<file path="src/logic/scw_pkg.sv">
`default_nettype none
package scw_pkg;

  // ***********************************************************
  // register map (byte offsets on the plain register port)
  // ***********************************************************
  localparam logic [7:0] ADDR_CLOCK_CONTROL = 8'h00;
  localparam logic [7:0] ADDR_PORT_WAKE = 8'h01;
  localparam logic [7:0] ADDR_STATUS = 8'h02;
  localparam logic [7:0] ADDR_WATCHDOG = 8'h03;

  // reset values
  localparam logic [7:0] RST_CLOCK_CONTROL = 8'h00;
  localparam logic [7:0] RST_PORT_WAKE = 8'h00;
  localparam logic RST_WATCHDOG_EN = 1'b1;

  // divider codes
  localparam logic [2:0] DIV_BY_1 = 3'h0;
  localparam logic [2:0] DIV_UNDIVIDED = 3'h7;

  // field layout of system_clock_control
  typedef struct packed {
    logic [2:0] clk_div_sel;   // bits 7:5
    logic [2:0] rsvd_4_2;      // reads zero
    logic halt_osc_keep;       // bit 1
    logic rsvd_0;              // reads zero
  } scw_scc_s;

  // field layout of the status register
  typedef struct packed {
    logic [3:0] rsvd_7_4;      // reads zero
    logic in_halt;             // bit 3: sleep, idle or stabilising
    logic clk_switch_busy;     // bit 2
    logic timeout_flag;        // bit 1
    logic power_down_flag;     // bit 0
  } scw_status_s;

  // what the block does to the core when a halt ends
  typedef struct packed {
    logic full_reset;          // external reset pin wake
    logic wdt_reset;           // program counter and stack pointer only
    logic irq_service;         // normal interrupt response
    logic resume;              // continue after the halt instruction
  } scw_wake_s;

  // ***********************************************************
  // timing
  // ***********************************************************
  localparam int CLK_PERIOD_NS = 10;
  localparam int STAB_TIME_NS = 10000;
  localparam int STAB_CYCLES = (STAB_TIME_NS + CLK_PERIOD_NS - 1)
                               / CLK_PERIOD_NS;
  localparam int SWITCH_PERIODS = 4;
  localparam int SUB_DIV = 4;

endpackage : scw_pkg
`default_nettype wire

</file>
<file path="src/logic/scw_sysclk_wake.sv">
// Decided for this implementation: the address-and-strobe port and the placing of the registers.
`timescale 1ns/100ps
`default_nettype none

// Contract
// three-bit divider picks 1 to 64, 111 undivided
// power-on clears divider and keep bit
// keep bit decides oscillator runs during halt
// sleep keeps substitute clock for watchdog
// clock switch done within four periods plus
// software waits switch delay before timed work
// halt with keep zero enters sleep
// halt with keep one enters idle
// halt leaves memory, registers, ports untouched
// halt clears watchdog counter, resumes if enabled
// halt sets power-down flag, clears timeout
// power-down flag cleared by power-up, clear-watchdog
// wake on port edge, reset, interrupt, watchdog
// pin reset full; watchdog resets counter, stack
// watchdog wake sets timeout, other flags kept
// per-pin wake enables; resume after halt
// disabled or stack-full interrupt resumes, stays pending
// enabled interrupt with room gets normal response
// interrupt pending at halt cannot wake
// sleep wake waits oscillator stabilisation count
module scw_sysclk_wake
  import scw_pkg::*;
#(
  parameter int PORT_W = 8,
  parameter int NIRQ = 4,
  parameter int WDT_W = 8,
  parameter int STAB_COUNT = STAB_CYCLES
) (
  input wire logic i_clock,
  input wire logic i_rst,
  input wire logic i_ce,
  input wire logic [7:0] i_addr,
  input wire logic [7:0] i_wdata,
  input wire logic i_wr,
  input wire logic i_rd,
  output logic [7:0] o_rdata,
  input wire logic i_halt,
  input wire logic i_clear_watchdog_instr,
  input wire logic [PORT_W-1:0] i_port_a,
  input wire logic i_ext_reset,
  input wire logic [NIRQ-1:0] i_irq_flag,
  input wire logic [NIRQ-1:0] i_irq_enable,
  input wire logic i_stack_full,
  output logic o_sys_tick,
  output logic o_high_speed_clock_on,
  output logic o_substitute_clock_on,
  output logic o_cpu_halted,
  output logic o_full_reset,
  output logic o_wdt_reset,
  output logic o_irq_service,
  output logic o_resume,
  output logic [WDT_W-1:0] o_watchdog_count
);

  // ***********************************************************
  // types and helpers
  // ***********************************************************
  typedef enum logic [3:0] {
    ST_NORMAL = 4'h1,
    ST_SLEEP = 4'h2,
    ST_IDLE = 4'h4,
    ST_STAB = 4'h8
  } scw_state_e;

  // divider tick: a code of n ticks when the low n counter bits are ones
  function automatic logic scw_div_tick(input logic [2:0] sel,
                                        input logic [5:0] cnt);
    logic t;
    t = 1'b1;
    unique case (sel)
      3'h1: t = cnt[0];
      3'h2: t = &cnt[1:0];
      3'h3: t = &cnt[2:0];
      3'h4: t = &cnt[3:0];
      3'h5: t = &cnt[4:0];
      3'h6: t = &cnt[5:0];
      default: t = 1'b1;       // 000 and 111 both pass every cycle
    endcase
    return t;
  endfunction : scw_div_tick

  localparam int SW_W = $clog2(SWITCH_PERIODS + 1);
  localparam int STAB_W = $clog2(STAB_COUNT + 1);
  localparam int SUB_W = $clog2(SUB_DIV + 1);
  localparam logic [SW_W-1:0] SW_LAST = SW_W'(SWITCH_PERIODS);
  localparam logic [STAB_W-1:0] STAB_LAST = STAB_W'(STAB_COUNT - 1);
  localparam logic [SUB_W-1:0] SUB_LAST = SUB_W'(SUB_DIV - 1);

  // ***********************************************************
  // state
  // ***********************************************************
  scw_state_e state;                 // power mode
  scw_scc_s system_clock_control;                     // software view of clock control
  logic [2:0] cur_sel;               // divider code in effect
  logic sw_busy;                     // switch to scc.clk_div_sel pending
  logic [SW_W-1:0] sw_cnt;           // current periods since the write
  logic [5:0] div_cnt;               // divider counter
  logic [PORT_W-1:0] port_wake_enable;
  logic [PORT_W-1:0] port_prev;      // port value a cycle ago
  logic [NIRQ-1:0] irq_at_halt;      // flags already set at halt entry
  logic power_down_flag;
  logic timeout_flag;
  logic watchdog_en;                 // watchdog function enable
  logic [WDT_W-1:0] wdt_cnt;         // watchdog counter
  logic [SUB_W-1:0] sub_cnt;         // substitute clock prescaler
  logic [STAB_W-1:0] stab_cnt;       // stabilisation counter
  scw_wake_s wake_act;               // action held across stabilising

  // ***********************************************************
  // decode
  // ***********************************************************
  logic halted;
  logic div_tick;
  logic sub_on;
  logic sub_tick;
  logic wdt_ovf;
  logic port_edge;
  logic irq_wake;
  logic irq_ok;
  logic halt_go;
  logic wake_any;
  scw_wake_s next_wake;
  scw_scc_s wr_scc;

  assign wr_scc = scw_scc_s'(i_wdata);
  assign halted = (state != ST_NORMAL);
  // only normal mode accepts the halt strobe
  assign halt_go = i_halt && (state == ST_NORMAL);
  // the divider stops with the oscillator in sleep
  assign div_tick = (state != ST_SLEEP) && (state != ST_STAB)
                    && scw_div_tick(cur_sel, div_cnt);
  // substitute clock runs except in sleep with watchdog off
  assign sub_on = (state != ST_SLEEP) || watchdog_en;
  assign sub_tick = sub_on && (sub_cnt == SUB_LAST);
  assign wdt_ovf = watchdog_en && sub_tick && (&wdt_cnt);
  // falling edge on a pin whose wake bit is set
  assign port_edge = |(port_prev & ~i_port_a
                       & port_wake_enable);
  // interrupts pending at halt entry lose their wake power
  assign irq_wake = |(i_irq_flag & ~irq_at_halt);
  assign irq_ok = |(i_irq_flag & ~irq_at_halt & i_irq_enable)
                  && !i_stack_full;
  assign wake_any = (state == ST_SLEEP || state == ST_IDLE)
                    && (i_ext_reset || wdt_ovf || irq_wake
                        || port_edge);

  // wake action, highest priority first
  always_comb begin
    next_wake = '0;
    if (i_ext_reset) begin
      next_wake.full_reset = 1'b1;
    end else if (wdt_ovf) begin
      next_wake.wdt_reset = 1'b1;
    end else if (irq_wake && irq_ok) begin
      next_wake.irq_service = 1'b1;
    end else begin
      // port edge, or an interrupt that must stay pending
      next_wake.resume = 1'b1;
    end
  end

  // ***********************************************************
  // power mode sequencer
  // ***********************************************************
  // memory, core registers and ports are never touched here: the
  // block only gates clocks and reports, so all state is kept
  always_ff @(posedge i_clock) begin
    if (i_rst) begin
      state <= ST_NORMAL;
    end else if (i_ce) begin
      unique case (state)
        ST_NORMAL: begin
          if (halt_go && system_clock_control.halt_osc_keep) begin
            state <= ST_IDLE;
          end else if (halt_go) begin
            state <= ST_SLEEP;
          end
        end
        ST_SLEEP: begin
          // oscillator restarts, so wait it out
          if (wake_any) begin
            state <= ST_STAB;
          end
        end
        ST_IDLE: begin
          if (wake_any) begin
            state <= ST_NORMAL;
          end
        end
        ST_STAB: begin
          if (stab_cnt == STAB_LAST) begin
            state <= ST_NORMAL;
          end
        end
      endcase
    end
  end

  // stabilisation count and the held wake action
  always_ff @(posedge i_clock) begin
    if (i_rst) begin
      stab_cnt <= '0;
      wake_act <= '0;
    end else if (i_ce) begin
      if (wake_any) begin
        wake_act <= next_wake;
        stab_cnt <= '0;
      end else if (state == ST_STAB) begin
        stab_cnt <= stab_cnt + STAB_W'(1);
      end
    end
  end

  // one-cycle action pulses as the core restarts
  always_ff @(posedge i_clock) begin
    if (i_rst) begin
      o_full_reset <= 1'b0;
      o_wdt_reset <= 1'b0;
      o_irq_service <= 1'b0;
      o_resume <= 1'b0;
    end else if (i_ce) begin
      o_full_reset <= 1'b0;
      o_wdt_reset <= 1'b0;
      o_irq_service <= 1'b0;
      o_resume <= 1'b0;
      if (state == ST_IDLE && wake_any) begin
        o_full_reset <= next_wake.full_reset;
        o_wdt_reset <= next_wake.wdt_reset;
        o_irq_service <= next_wake.irq_service;
        o_resume <= next_wake.resume;
      end else if (state == ST_STAB && stab_cnt == STAB_LAST) begin
        o_full_reset <= wake_act.full_reset;
        o_wdt_reset <= wake_act.wdt_reset;
        o_irq_service <= wake_act.irq_service;
        o_resume <= wake_act.resume;
      end else if (state == ST_NORMAL && wdt_ovf) begin
        // a timeout while running resets the whole device
        o_full_reset <= 1'b1;
      end
    end
  end

  // snapshot of pending interrupts at halt entry
  always_ff @(posedge i_clock) begin
    if (i_rst) begin
      irq_at_halt <= '0;
    end else if (i_ce) begin
      if (halt_go) begin
        irq_at_halt <= i_irq_flag;
      end else if (state == ST_NORMAL) begin
        irq_at_halt <= '0;
      end
    end
  end

  // port history for edge detection
  always_ff @(posedge i_clock) begin
    if (i_rst) begin
      port_prev <= '0;
    end else if (i_ce) begin
      port_prev <= i_port_a;
    end
  end

  // ***********************************************************
  // clock divider and switching
  // ***********************************************************
  // the new code waits four current periods, then takes effect at
  // the next current tick with the counter restarted, so the first
  // target period starts clean; no glitch reaches the core
  always_ff @(posedge i_clock) begin
    if (i_rst) begin
      cur_sel <= DIV_BY_1;
      sw_busy <= 1'b0;
      sw_cnt <= '0;
      div_cnt <= '0;
    end else if (i_ce) begin
      if (div_tick && sw_busy && sw_cnt == SW_LAST) begin
        cur_sel <= system_clock_control.clk_div_sel;
        sw_busy <= 1'b0;
        div_cnt <= '0;
      end else if (state != ST_SLEEP && state != ST_STAB) begin
        div_cnt <= div_cnt + 6'h01;
        if (div_tick && sw_busy) begin
          sw_cnt <= sw_cnt + SW_W'(1);
        end
      end
      // a fresh write restarts the wait
      if (i_wr && i_addr == ADDR_CLOCK_CONTROL) begin
        sw_busy <= (wr_scc.clk_div_sel != cur_sel);
        sw_cnt <= '0;
      end
    end
  end

  // ***********************************************************
  // watchdog counter
  // ***********************************************************
  // cleared by halt, by the clear instruction and on overflow; it
  // only advances while enabled, so after a halt it stays stopped
  // when the function is off
  always_ff @(posedge i_clock) begin
    if (i_rst) begin
      wdt_cnt <= '0;
      sub_cnt <= '0;
    end else if (i_ce) begin
      if (sub_on) begin
        sub_cnt <= sub_tick ? '0 : sub_cnt + SUB_W'(1);
      end
      if (halt_go || i_clear_watchdog_instr || wdt_ovf) begin
        wdt_cnt <= '0;
      end else if (watchdog_en && sub_tick) begin
        wdt_cnt <= wdt_cnt + WDT_W'(1);
      end
    end
  end

  // ***********************************************************
  // status flags
  // ***********************************************************
  // set wins over clear in both flags
  always_ff @(posedge i_clock) begin
    if (i_rst) begin
      power_down_flag <= 1'b0;
      timeout_flag <= 1'b0;
    end else if (i_ce) begin
      if (halt_go) begin
        power_down_flag <= 1'b1;
      end else if (i_clear_watchdog_instr) begin
        power_down_flag <= 1'b0;
      end
      if (wdt_ovf) begin
        timeout_flag <= 1'b1;
      end else if (halt_go) begin
        timeout_flag <= 1'b0;
      end
    end
  end

  // ***********************************************************
  // software registers
  // ***********************************************************
  always_ff @(posedge i_clock) begin
    if (i_rst) begin
      system_clock_control <= scw_scc_s'(RST_CLOCK_CONTROL);
      port_wake_enable <= PORT_W'(RST_PORT_WAKE);
      watchdog_en <= RST_WATCHDOG_EN;
    end else if (i_ce && i_wr) begin
      unique case (i_addr)
        ADDR_CLOCK_CONTROL: begin
          system_clock_control.clk_div_sel <= wr_scc.clk_div_sel;
          system_clock_control.halt_osc_keep <= wr_scc.halt_osc_keep;
        end
        ADDR_PORT_WAKE: begin
          port_wake_enable <= i_wdata[PORT_W-1:0];
        end
        ADDR_WATCHDOG: begin
          watchdog_en <= i_wdata[0];
        end
        default: begin
        end
      endcase
    end
  end

  // read data, valid only in the cycle after the strobe
  always_ff @(posedge i_clock) begin
    if (i_rst) begin
      o_rdata <= 8'h00;
    end else if (i_ce) begin
      o_rdata <= 8'h00;
      if (i_rd) begin
        unique case (i_addr)
          ADDR_CLOCK_CONTROL: begin
            // unimplemented bits read back as zero
            o_rdata <= {system_clock_control.clk_div_sel, 3'h0, system_clock_control.halt_osc_keep, 1'b0};
          end
          ADDR_PORT_WAKE: begin
            o_rdata <= 8'(port_wake_enable);
          end
          ADDR_STATUS: begin
            // busy lets software wait out the switch
            o_rdata <= {4'h0, halted, sw_busy, timeout_flag,
                        power_down_flag};
          end
          ADDR_WATCHDOG: begin
            o_rdata <= {7'h00, watchdog_en};
          end
          default: begin
            o_rdata <= 8'h00;
          end
        endcase
      end
    end
  end

  // ***********************************************************
  // clock gating outputs
  // ***********************************************************
  always_ff @(posedge i_clock) begin
    if (i_rst) begin
      o_sys_tick <= 1'b0;
      o_high_speed_clock_on <= 1'b1;
      o_substitute_clock_on <= 1'b1;
      o_cpu_halted <= 1'b0;
      o_watchdog_count <= '0;
    end else if (i_ce) begin
      // idle keeps the system clock; a sleep halt stops it
      o_sys_tick <= div_tick && !(halt_go && !system_clock_control.halt_osc_keep);
      o_high_speed_clock_on <= (state != ST_SLEEP)
                               && (state != ST_STAB);
      o_substitute_clock_on <= sub_on;
      o_cpu_halted <= halted || halt_go;
      o_watchdog_count <= wdt_cnt;
    end
  end

endmodule : scw_sysclk_wake
`default_nettype wire

</file>
<file path="config.mk">
export PLATFORM = sky130hd
export DESIGN_NAME = scw_sysclk_wake
export DESIGN_NICKNAME = d
export VERILOG_FILES = /design/src/logic/scw_pkg.sv /design/src/logic/scw_sysclk_wake.sv
export SDC_FILE = /design/constraint.sdc
export NUM_CORES = 1
export LEC_CHECK = 0
export BUFFER_PORTS_ARGS = -buffer_cell sky130_fd_sc_hd__clkbuf_2
export CORE_MARGIN = 5
export CORE_UTILIZATION = 59
export CTS_BUF_LIST = sky130_fd_sc_hd__clkbuf_8
export DETAILED_ROUTE_END_ITERATION = 8
export GPL_ROUTABILITY_DRIVEN = 0
export GPL_TIMING_DRIVEN = 0
export PLACE_DENSITY = 0.82
export SLEW_MARGIN = 20
export SYNTH_ARGS = -nofsm -noshare
export SYNTH_HDL_FRONTEND = slang
export SYNTH_SLANG_ARGS = --single-unit
</file>
<file path="constraint.sdc">
create_clock -name i_clock -period 2.46 [get_ports i_clock]
set_input_delay 0.246 -clock i_clock [delete_from_list [all_inputs] [get_ports i_clock]]
set_output_delay 0.246 -clock i_clock [all_outputs]
set_load 0.01 [all_outputs]
</file>
==> impl_metrics.yaml, run 1 <==
run_status:
  status: "finished, final reports clean"
pwr:
  combPwrFrac_pct: 9.6
  internal_power_mw: 2.12
  ir_drop_uv: 380
  switchingPower_uw: 753
  p_leak_nw: 1.98
  p_total_mw: 2.87
  power_density_mw_per_mm2: 581
  p_sw_share_pct: 26.2
  p_seq_share_pct: 54.4
  clkPwrFrac_pct: 36.0
setup_path:
  cp_num_buf_inv: 1
  crit_fanout: 6
  critPathKind: "register to register"
  crit-reg2reg-launch: "div_cnt[0]$_SDFFE_PP0P_"
  endpoint_kind: "register"
  worstReg2RegEnd: "sw_cnt[2]$_SDFFE_PP0P_"
  critPathArrivalTime_ps: 2520
  path_delay_family: "simple AND/OR/NAND/NOR gates"
  critPathSlowestCell: "or4_1"
  worstRegToRegCells: 10
  r2r_slack_ps: 250
  worst_path_largest_cell_delay_ps: 490
  worstPathCellList: "ha_1 > nand3_1 > inv_1 > ha_1 > o211ai_1 > o211ai_1 > a32o_1 > nand3_2 > or4_1 > a21oi_1"
  setup.worst_path.start_class: "register"
  crit_required_ps: 2760
cells_and_area:
  final_core_util_pct: 68.8
  final_nets: 601
  final_area_mm2: 0.00494
  filler_cell_count: 575
  final_cell_mix: "dfxtp_1, nor2_1, clkbuf_2, mux2i_1, nand2_1"
  final_common_cell: "dfxtp_1"
  layout-drive-gt1-share_pct: 18.3
  area_growth_pct: 14.6
  finalNonFillerCells: 656
  antenna_cells: 0
timing:
  holdWs_ps: 113
  relSlewSlack_pct: 34.7
  clock.fmax_ghz: 0.451
  clock_skew_ps: 11.5
  finalHoldViolations: 0
  period_share_pct: 90.0
  slew_violations: 0
  setup_tns_ps: 0
  rsz0062_at_grt: "no"
  setup_ws_ps: 245
  setup_violations: 0
  tightest_slew_ps: 965
  finalCriticalPeriod_ps: 2210
clock_tree:
  cts_made_buffers: 9
  cts_sinks: 93
  tritoncts: "yes"
  root_buffer: "clkbuf_8"
  clk_latency_ps: 370
  htree_levels: 3
  hold_buffers: 0
  post_cts_buffers: 0
  path_clk_slew_ps: 100
  cts_resized: 0
  cts_buffer_depth: 2
placement:
  hpwl_mm: 7.53
  io_buffers: 62
  dp_cells: 640
  dp_slack_ps: 290
  placed_cell_area_mm2: 0.00474
yosys:
  ys_warn_count: 0
  ys_ff_latch: 93
  ys_seq_area_share_pct: 43.2
  synth_cell_types: 61
  postSynth.topFlopCell: "dfxtp_1"
  synthArstFlopShare_pct: 0
  synth_area_per_cell_um2: 8.99
  syn_inst: 479
  syn_area_mm2: 0.00431
  synth-edff-count: 0
  syn-num-nets: 528
routing:
  antenna_left: 0
  vias: 3750
  initialDrtViolationCount: 254
  firstDrtPassIters: 5
  wl_mm: 10.3
  drcViolationCount: 0
  viasPerCell: 5.72
  wire_per_inst_um: 15.7
worst_hold_path:
  hp-class: "input pin to register"
  min_to: "port_wake_enable[3]$_SDFFE_PP0P_"
  holdPathStages: 3
  hp-start: "i_wdata[3]"
die:
  rows: 31
  io-pin-count: 65
  dieHeight_um: 95.5
  initial_core_util_pct: 60.0
  die_w_um: 95.5
  design.core.area_mm2: 0.00718
  die_area_mm2: 0.00911
grt:
  antenna_found_initial: 0
  grt_pass1_vias: 3655
  grt_max_degree: 17
  grt_pass1_wl_mm: 17.0
  grt_usage_pct: 23.7
  overflow: 0
run:
  drv_cap: 0
==> logic make-up after synthesis <==
| family | after synthesis | synth area share, % |
|---|---|---|
| xor gates and xnor gates | 20 | 4.07 |
| adders and majority gates | 8 | 2.32 |
| and+or+nand+nor | 212 | 25.8 |
| buffers and inverters | 36 | 3.54 |
| DFF | 93 | 43.2 |
| muxes | 43 | 10.0 |
| AOI/OAI and AO/OA | 67 | 11.0 |
==> worst reg2reg max path, cell delays in order, from the launching register on <==
cell,delay [ps]
dfxtp_1,390
ha_1,220
nand3_1,120
inv_1,70
ha_1,160
o211ai_1,80
o211ai_1,120
a32o_1,230
nand3_2,140
or4_1,490
a21oi_1,120
==> final cells by class <==
type,count,area [µm²],area share [%]
Sequential cell,93,1860,37.7
Clock buffer,9,124,2.51
Multi-Input combinational cell,350,2290,46.4
Buffer,25,111,2.25
Tap cell,99,124,2.51
Timing Repair Buffer,62,310,6.28
Inverter,11,41.3,0.836
Clock inverter,7,72.6,1.47
==> how the worst max path moves through the flow <==
| stage | start | to | slack [ps] | cells past startpoint |
|---|---|---|---|---|
| after floorplan | div_cnt[0]$_SDFFE_PP0P_ | cur_sel[2]$_SDFFE_PP0P_ | 490 | 11 |
| after global placement | div_cnt[0]$_SDFFE_PP0P_ | sw_cnt[2]$_SDFFE_PP0P_ | 350 | 10 |
| after detailed placement | div_cnt[0]$_SDFFE_PP0P_ | sw_cnt[2]$_SDFFE_PP0P_ | 290 | 10 |
| after CTS | div_cnt[0]$_SDFFE_PP0P_ | sw_cnt[2]$_SDFFE_PP0P_ | 250 | 10 |
| after global routing | div_cnt[0]$_SDFFE_PP0P_ | sw_cnt[2]$_SDFFE_PP0P_ | 70 | 10 |
| final | div_cnt[0]$_SDFFE_PP0P_ | sw_cnt[2]$_SDFFE_PP0P_ | 250 | 10 |
==> power groups by stage <==
stage	Sequential, mW	Combinational [mW]	Clock, mW
floorplan	1.60	0.168	0
global placement	1.59	0.264	0
detailed placement	1.60	0.272	0
CTS	1.56	0.275	1.04
global route	1.57	0.304	1.11
finish	1.56	0.277	1.03
==> sequential cells by signal (all words and copies together) (netlist names), 3 cells and up <==
register              count
wdt_cnt                   8
cur_sel                   3
o_watchdog_count          8
port_prev                 8
state                     4
sw_cnt                    3
wake_act                  4
stab_cnt                 10
sub_cnt                   3
system_clock_control      4
irq_at_halt               4
port_wake_enable          8
o_rdata                   8
div_cnt                   6
==> metal layers <==
metal / vias to the layer above / part of all wire, % / track usage [%]
met3: 23 / 5.3 / 3.55
met5: - / 0 / 0
met2: 127 / 48 / 39.2
met4: 0 / 2.9 / 10.7
li1: 1837 / - / -
met1: 1763 / 44 / 30.5
==> Yosys cell counts, drive strengths merged (5+ instances only) <==
library cell	number	area [µm²]
dfxtp	93	1860
nor2	82	313
mux2i	41	410
nand2	34	130
a21oi	22	121
nand3	16	95.1
clkbuf	15	56.3
xor2	14	123
nand3b	13	97.6
nand4	12	75.1
inv	11	41.3
buf	10	55.1
nand2b	9	56.3
nor3	9	61.3
ha	8	100
o21ai	7	35.0
a22o	6	52.6
a22oi	6	45.0
nor2b	6	37.5
xnor2	6	52.6
nor4	5	43.8
Power figures use the tool's default switching activity.
==> run 2, diff against run 1 <==
- MAX_ROUTING_LAYER: default -> met4
==> run 2 against run 1 <==
Against the previous run: sequential share of layout area unchanged; utilization unchanged; clock skew about the same.
==> impl_metrics.yaml, run 2 (same netlist as run 1, synthesis figures left out) <==
grt:
  grt_pass1_vias: 3648
  overflow: 0
  grt_max_degree: 17
  grt_usage_pct: 24.4
  antenna_found_initial: 0
  grt_pass1_wl_mm: 17.0
clock_tree:
  cts_made_buffers: 9
  path_clk_slew_ps: 90
  htree_levels: 3
  tritoncts: "yes"
  hold_buffers: 0
  cts_buffer_depth: 2
  cts_sinks: 93
  clk_latency_ps: 360
  post_cts_buffers: 0
  root_buffer: "clkbuf_8"
  cts_resized: 0
worst_hold_path:
  hp-class: "input pin to register"
  holdPathStages: 3
die:
  die_w_um: 95.5
  design.core.area_mm2: 0.00718
  initial_core_util_pct: 60.0
  die_area_mm2: 0.00911
  io-pin-count: 65
  dieHeight_um: 95.5
  rows: 31
timing:
  tightest_slew_ps: 946
  finalHoldViolations: 0
  finalCriticalPeriod_ps: 2210
  slew_violations: 0
  rsz0062_at_grt: "no"
  period_share_pct: 89.8
  holdWs_ps: 117
  setup_tns_ps: 0
  clock.fmax_ghz: 0.453
  setup_violations: 0
  clock_skew_ps: 11.1
  relSlewSlack_pct: 36.1
placement:
  io_buffers: 62
  placed_cell_area_mm2: 0.00474
  hpwl_mm: 7.53
cells_and_area:
  largest_register_ffs: 10
  filler_cell_count: 575
  layout-drive-gt1-share_pct: 18.3
  final_area_mm2: 0.00494
  antenna_cells: 0
  final_common_cell: "dfxtp_1"
  regMostFlops: "stab_cnt"
  final_cell_mix: "dfxtp_1, nor2_1, clkbuf_2, mux2i_1, nand2_1"
  final_nets: 601
  area_growth_pct: 14.6
setup_path:
  cp.depth: 10
  crit_required_ps: 2760
  worstRegToRegCells: 10
  crit_fanout: 6
  worst_path_largest_cell_delay_ps: 480
  path_delay_family: "simple AND/OR/NAND/NOR gates"
  critPathArrivalTime_ps: 2510
  critPathSlowestCell: "or4_1"
  cp_num_buf_inv: 1
  worstPathCellList: "ha_1 > nand3_1 > inv_1 > ha_1 > o211ai_1 > o211ai_1 > a32o_1 > nand3_2 > or4_1 > a21oi_1"
  setup.worst_path.start_class: "register"
  critPathKind: "register to register"
  endpoint_kind: "register"
pwr:
  p_total_mw: 2.86
  clkPwrFrac_pct: 35.8
  p_seq_share_pct: 54.5
  switchingPower_uw: 745
  ir_drop_uv: 378
  p_sw_share_pct: 26.0
  internal_power_mw: 2.12
  p_leak_nw: 1.98
  combPwrFrac_pct: 9.6
  power_density_mw_per_mm2: 580
routing:
  drcViolationCount: 0
  firstDrtPassIters: 5
  antenna_left: 0
  wl_mm: 10.2
  viasPerCell: 5.71
  initialDrtViolationCount: 255
  wire_per_inst_um: 15.6
  vias: 3745
run_status:
  status: "finished, final reports clean"
run:
  drv_cap: 0
[run 2: cell counts in the layout (fill, tap and decap cells not counted)]
Identical to the previous run, type by type.
[run 2: cell type report]
class / count / area, µm² / share of cell area [%]
Buffer: 25 / 111 / 2.25
Clock buffer: 9 / 124 / 2.51
Clock inverter: 7 / 72.6 / 1.47
Inverter: 11 / 41.3 / 0.836
Multi-Input combinational cell: 350 / 2290 / 46.4
Sequential cell: 93 / 1860 / 37.7
Tap cell: 99 / 124 / 2.51
Timing Repair Buffer: 62 / 310 / 6.28
[run 2: per-layer routing]
metal	routed length, µm	GRT usage, %
met5	0	-
met3	488	3.47
met1	4490	30.6
met2	4950	39.2
met4	276	10.8
[run 2: path summary, 6_finish.rpt]
| kind | start | end | slack [ps] |
|---|---|---|---|
| hold / removal | i_wdata[3] | port_wake_enable[3]$_SDFFE_PP0P_ | 120 |
| hold reg to reg | irq_at_halt[0]$_SDFFE_PP0P_ | irq_at_halt[0]$_SDFFE_PP0P_ | 450 |
| setup / recovery | div_cnt[0]$_SDFFE_PP0P_ | sw_cnt[2]$_SDFFE_PP0P_ | 250 |
| setup reg to reg | div_cnt[0]$_SDFFE_PP0P_ | sw_cnt[2]$_SDFFE_PP0P_ | 250 |
[run 2: power by group through the flow]
stage                     Sequential [mW]  Clock, mW  Combinational, mW
after floorplan                      1.60          0              0.168
after global placement               1.59          0              0.264
after detailed placement             1.60          0              0.272
after CTS                            1.56       1.04              0.275
after global routing                 1.57       1.11              0.304
final                                1.56       1.03              0.276
[run 2: metrics by stage]
| stage | setup slack [ps] | util [%] | instances |
|---|---|---|---|
| floorplan | 491 | - | 479 |
| global placement | 347 | 66.1 | 640 |
| detailed placement | 290 | 66.1 | 640 |
| CTS | 246 | 68.8 | 656 |
| global route | 67.9 | 68.8 | 656 |
| finish | 251 | 68.8 | 656 |
[run 2: tightest hold or removal path, delay by kind of cell]
family / cells / cell delay, ps
AND/OR/NAND/NOR: 1 / 70
buffers and inverters: 1 / 80
multiplexers: 1 / 50
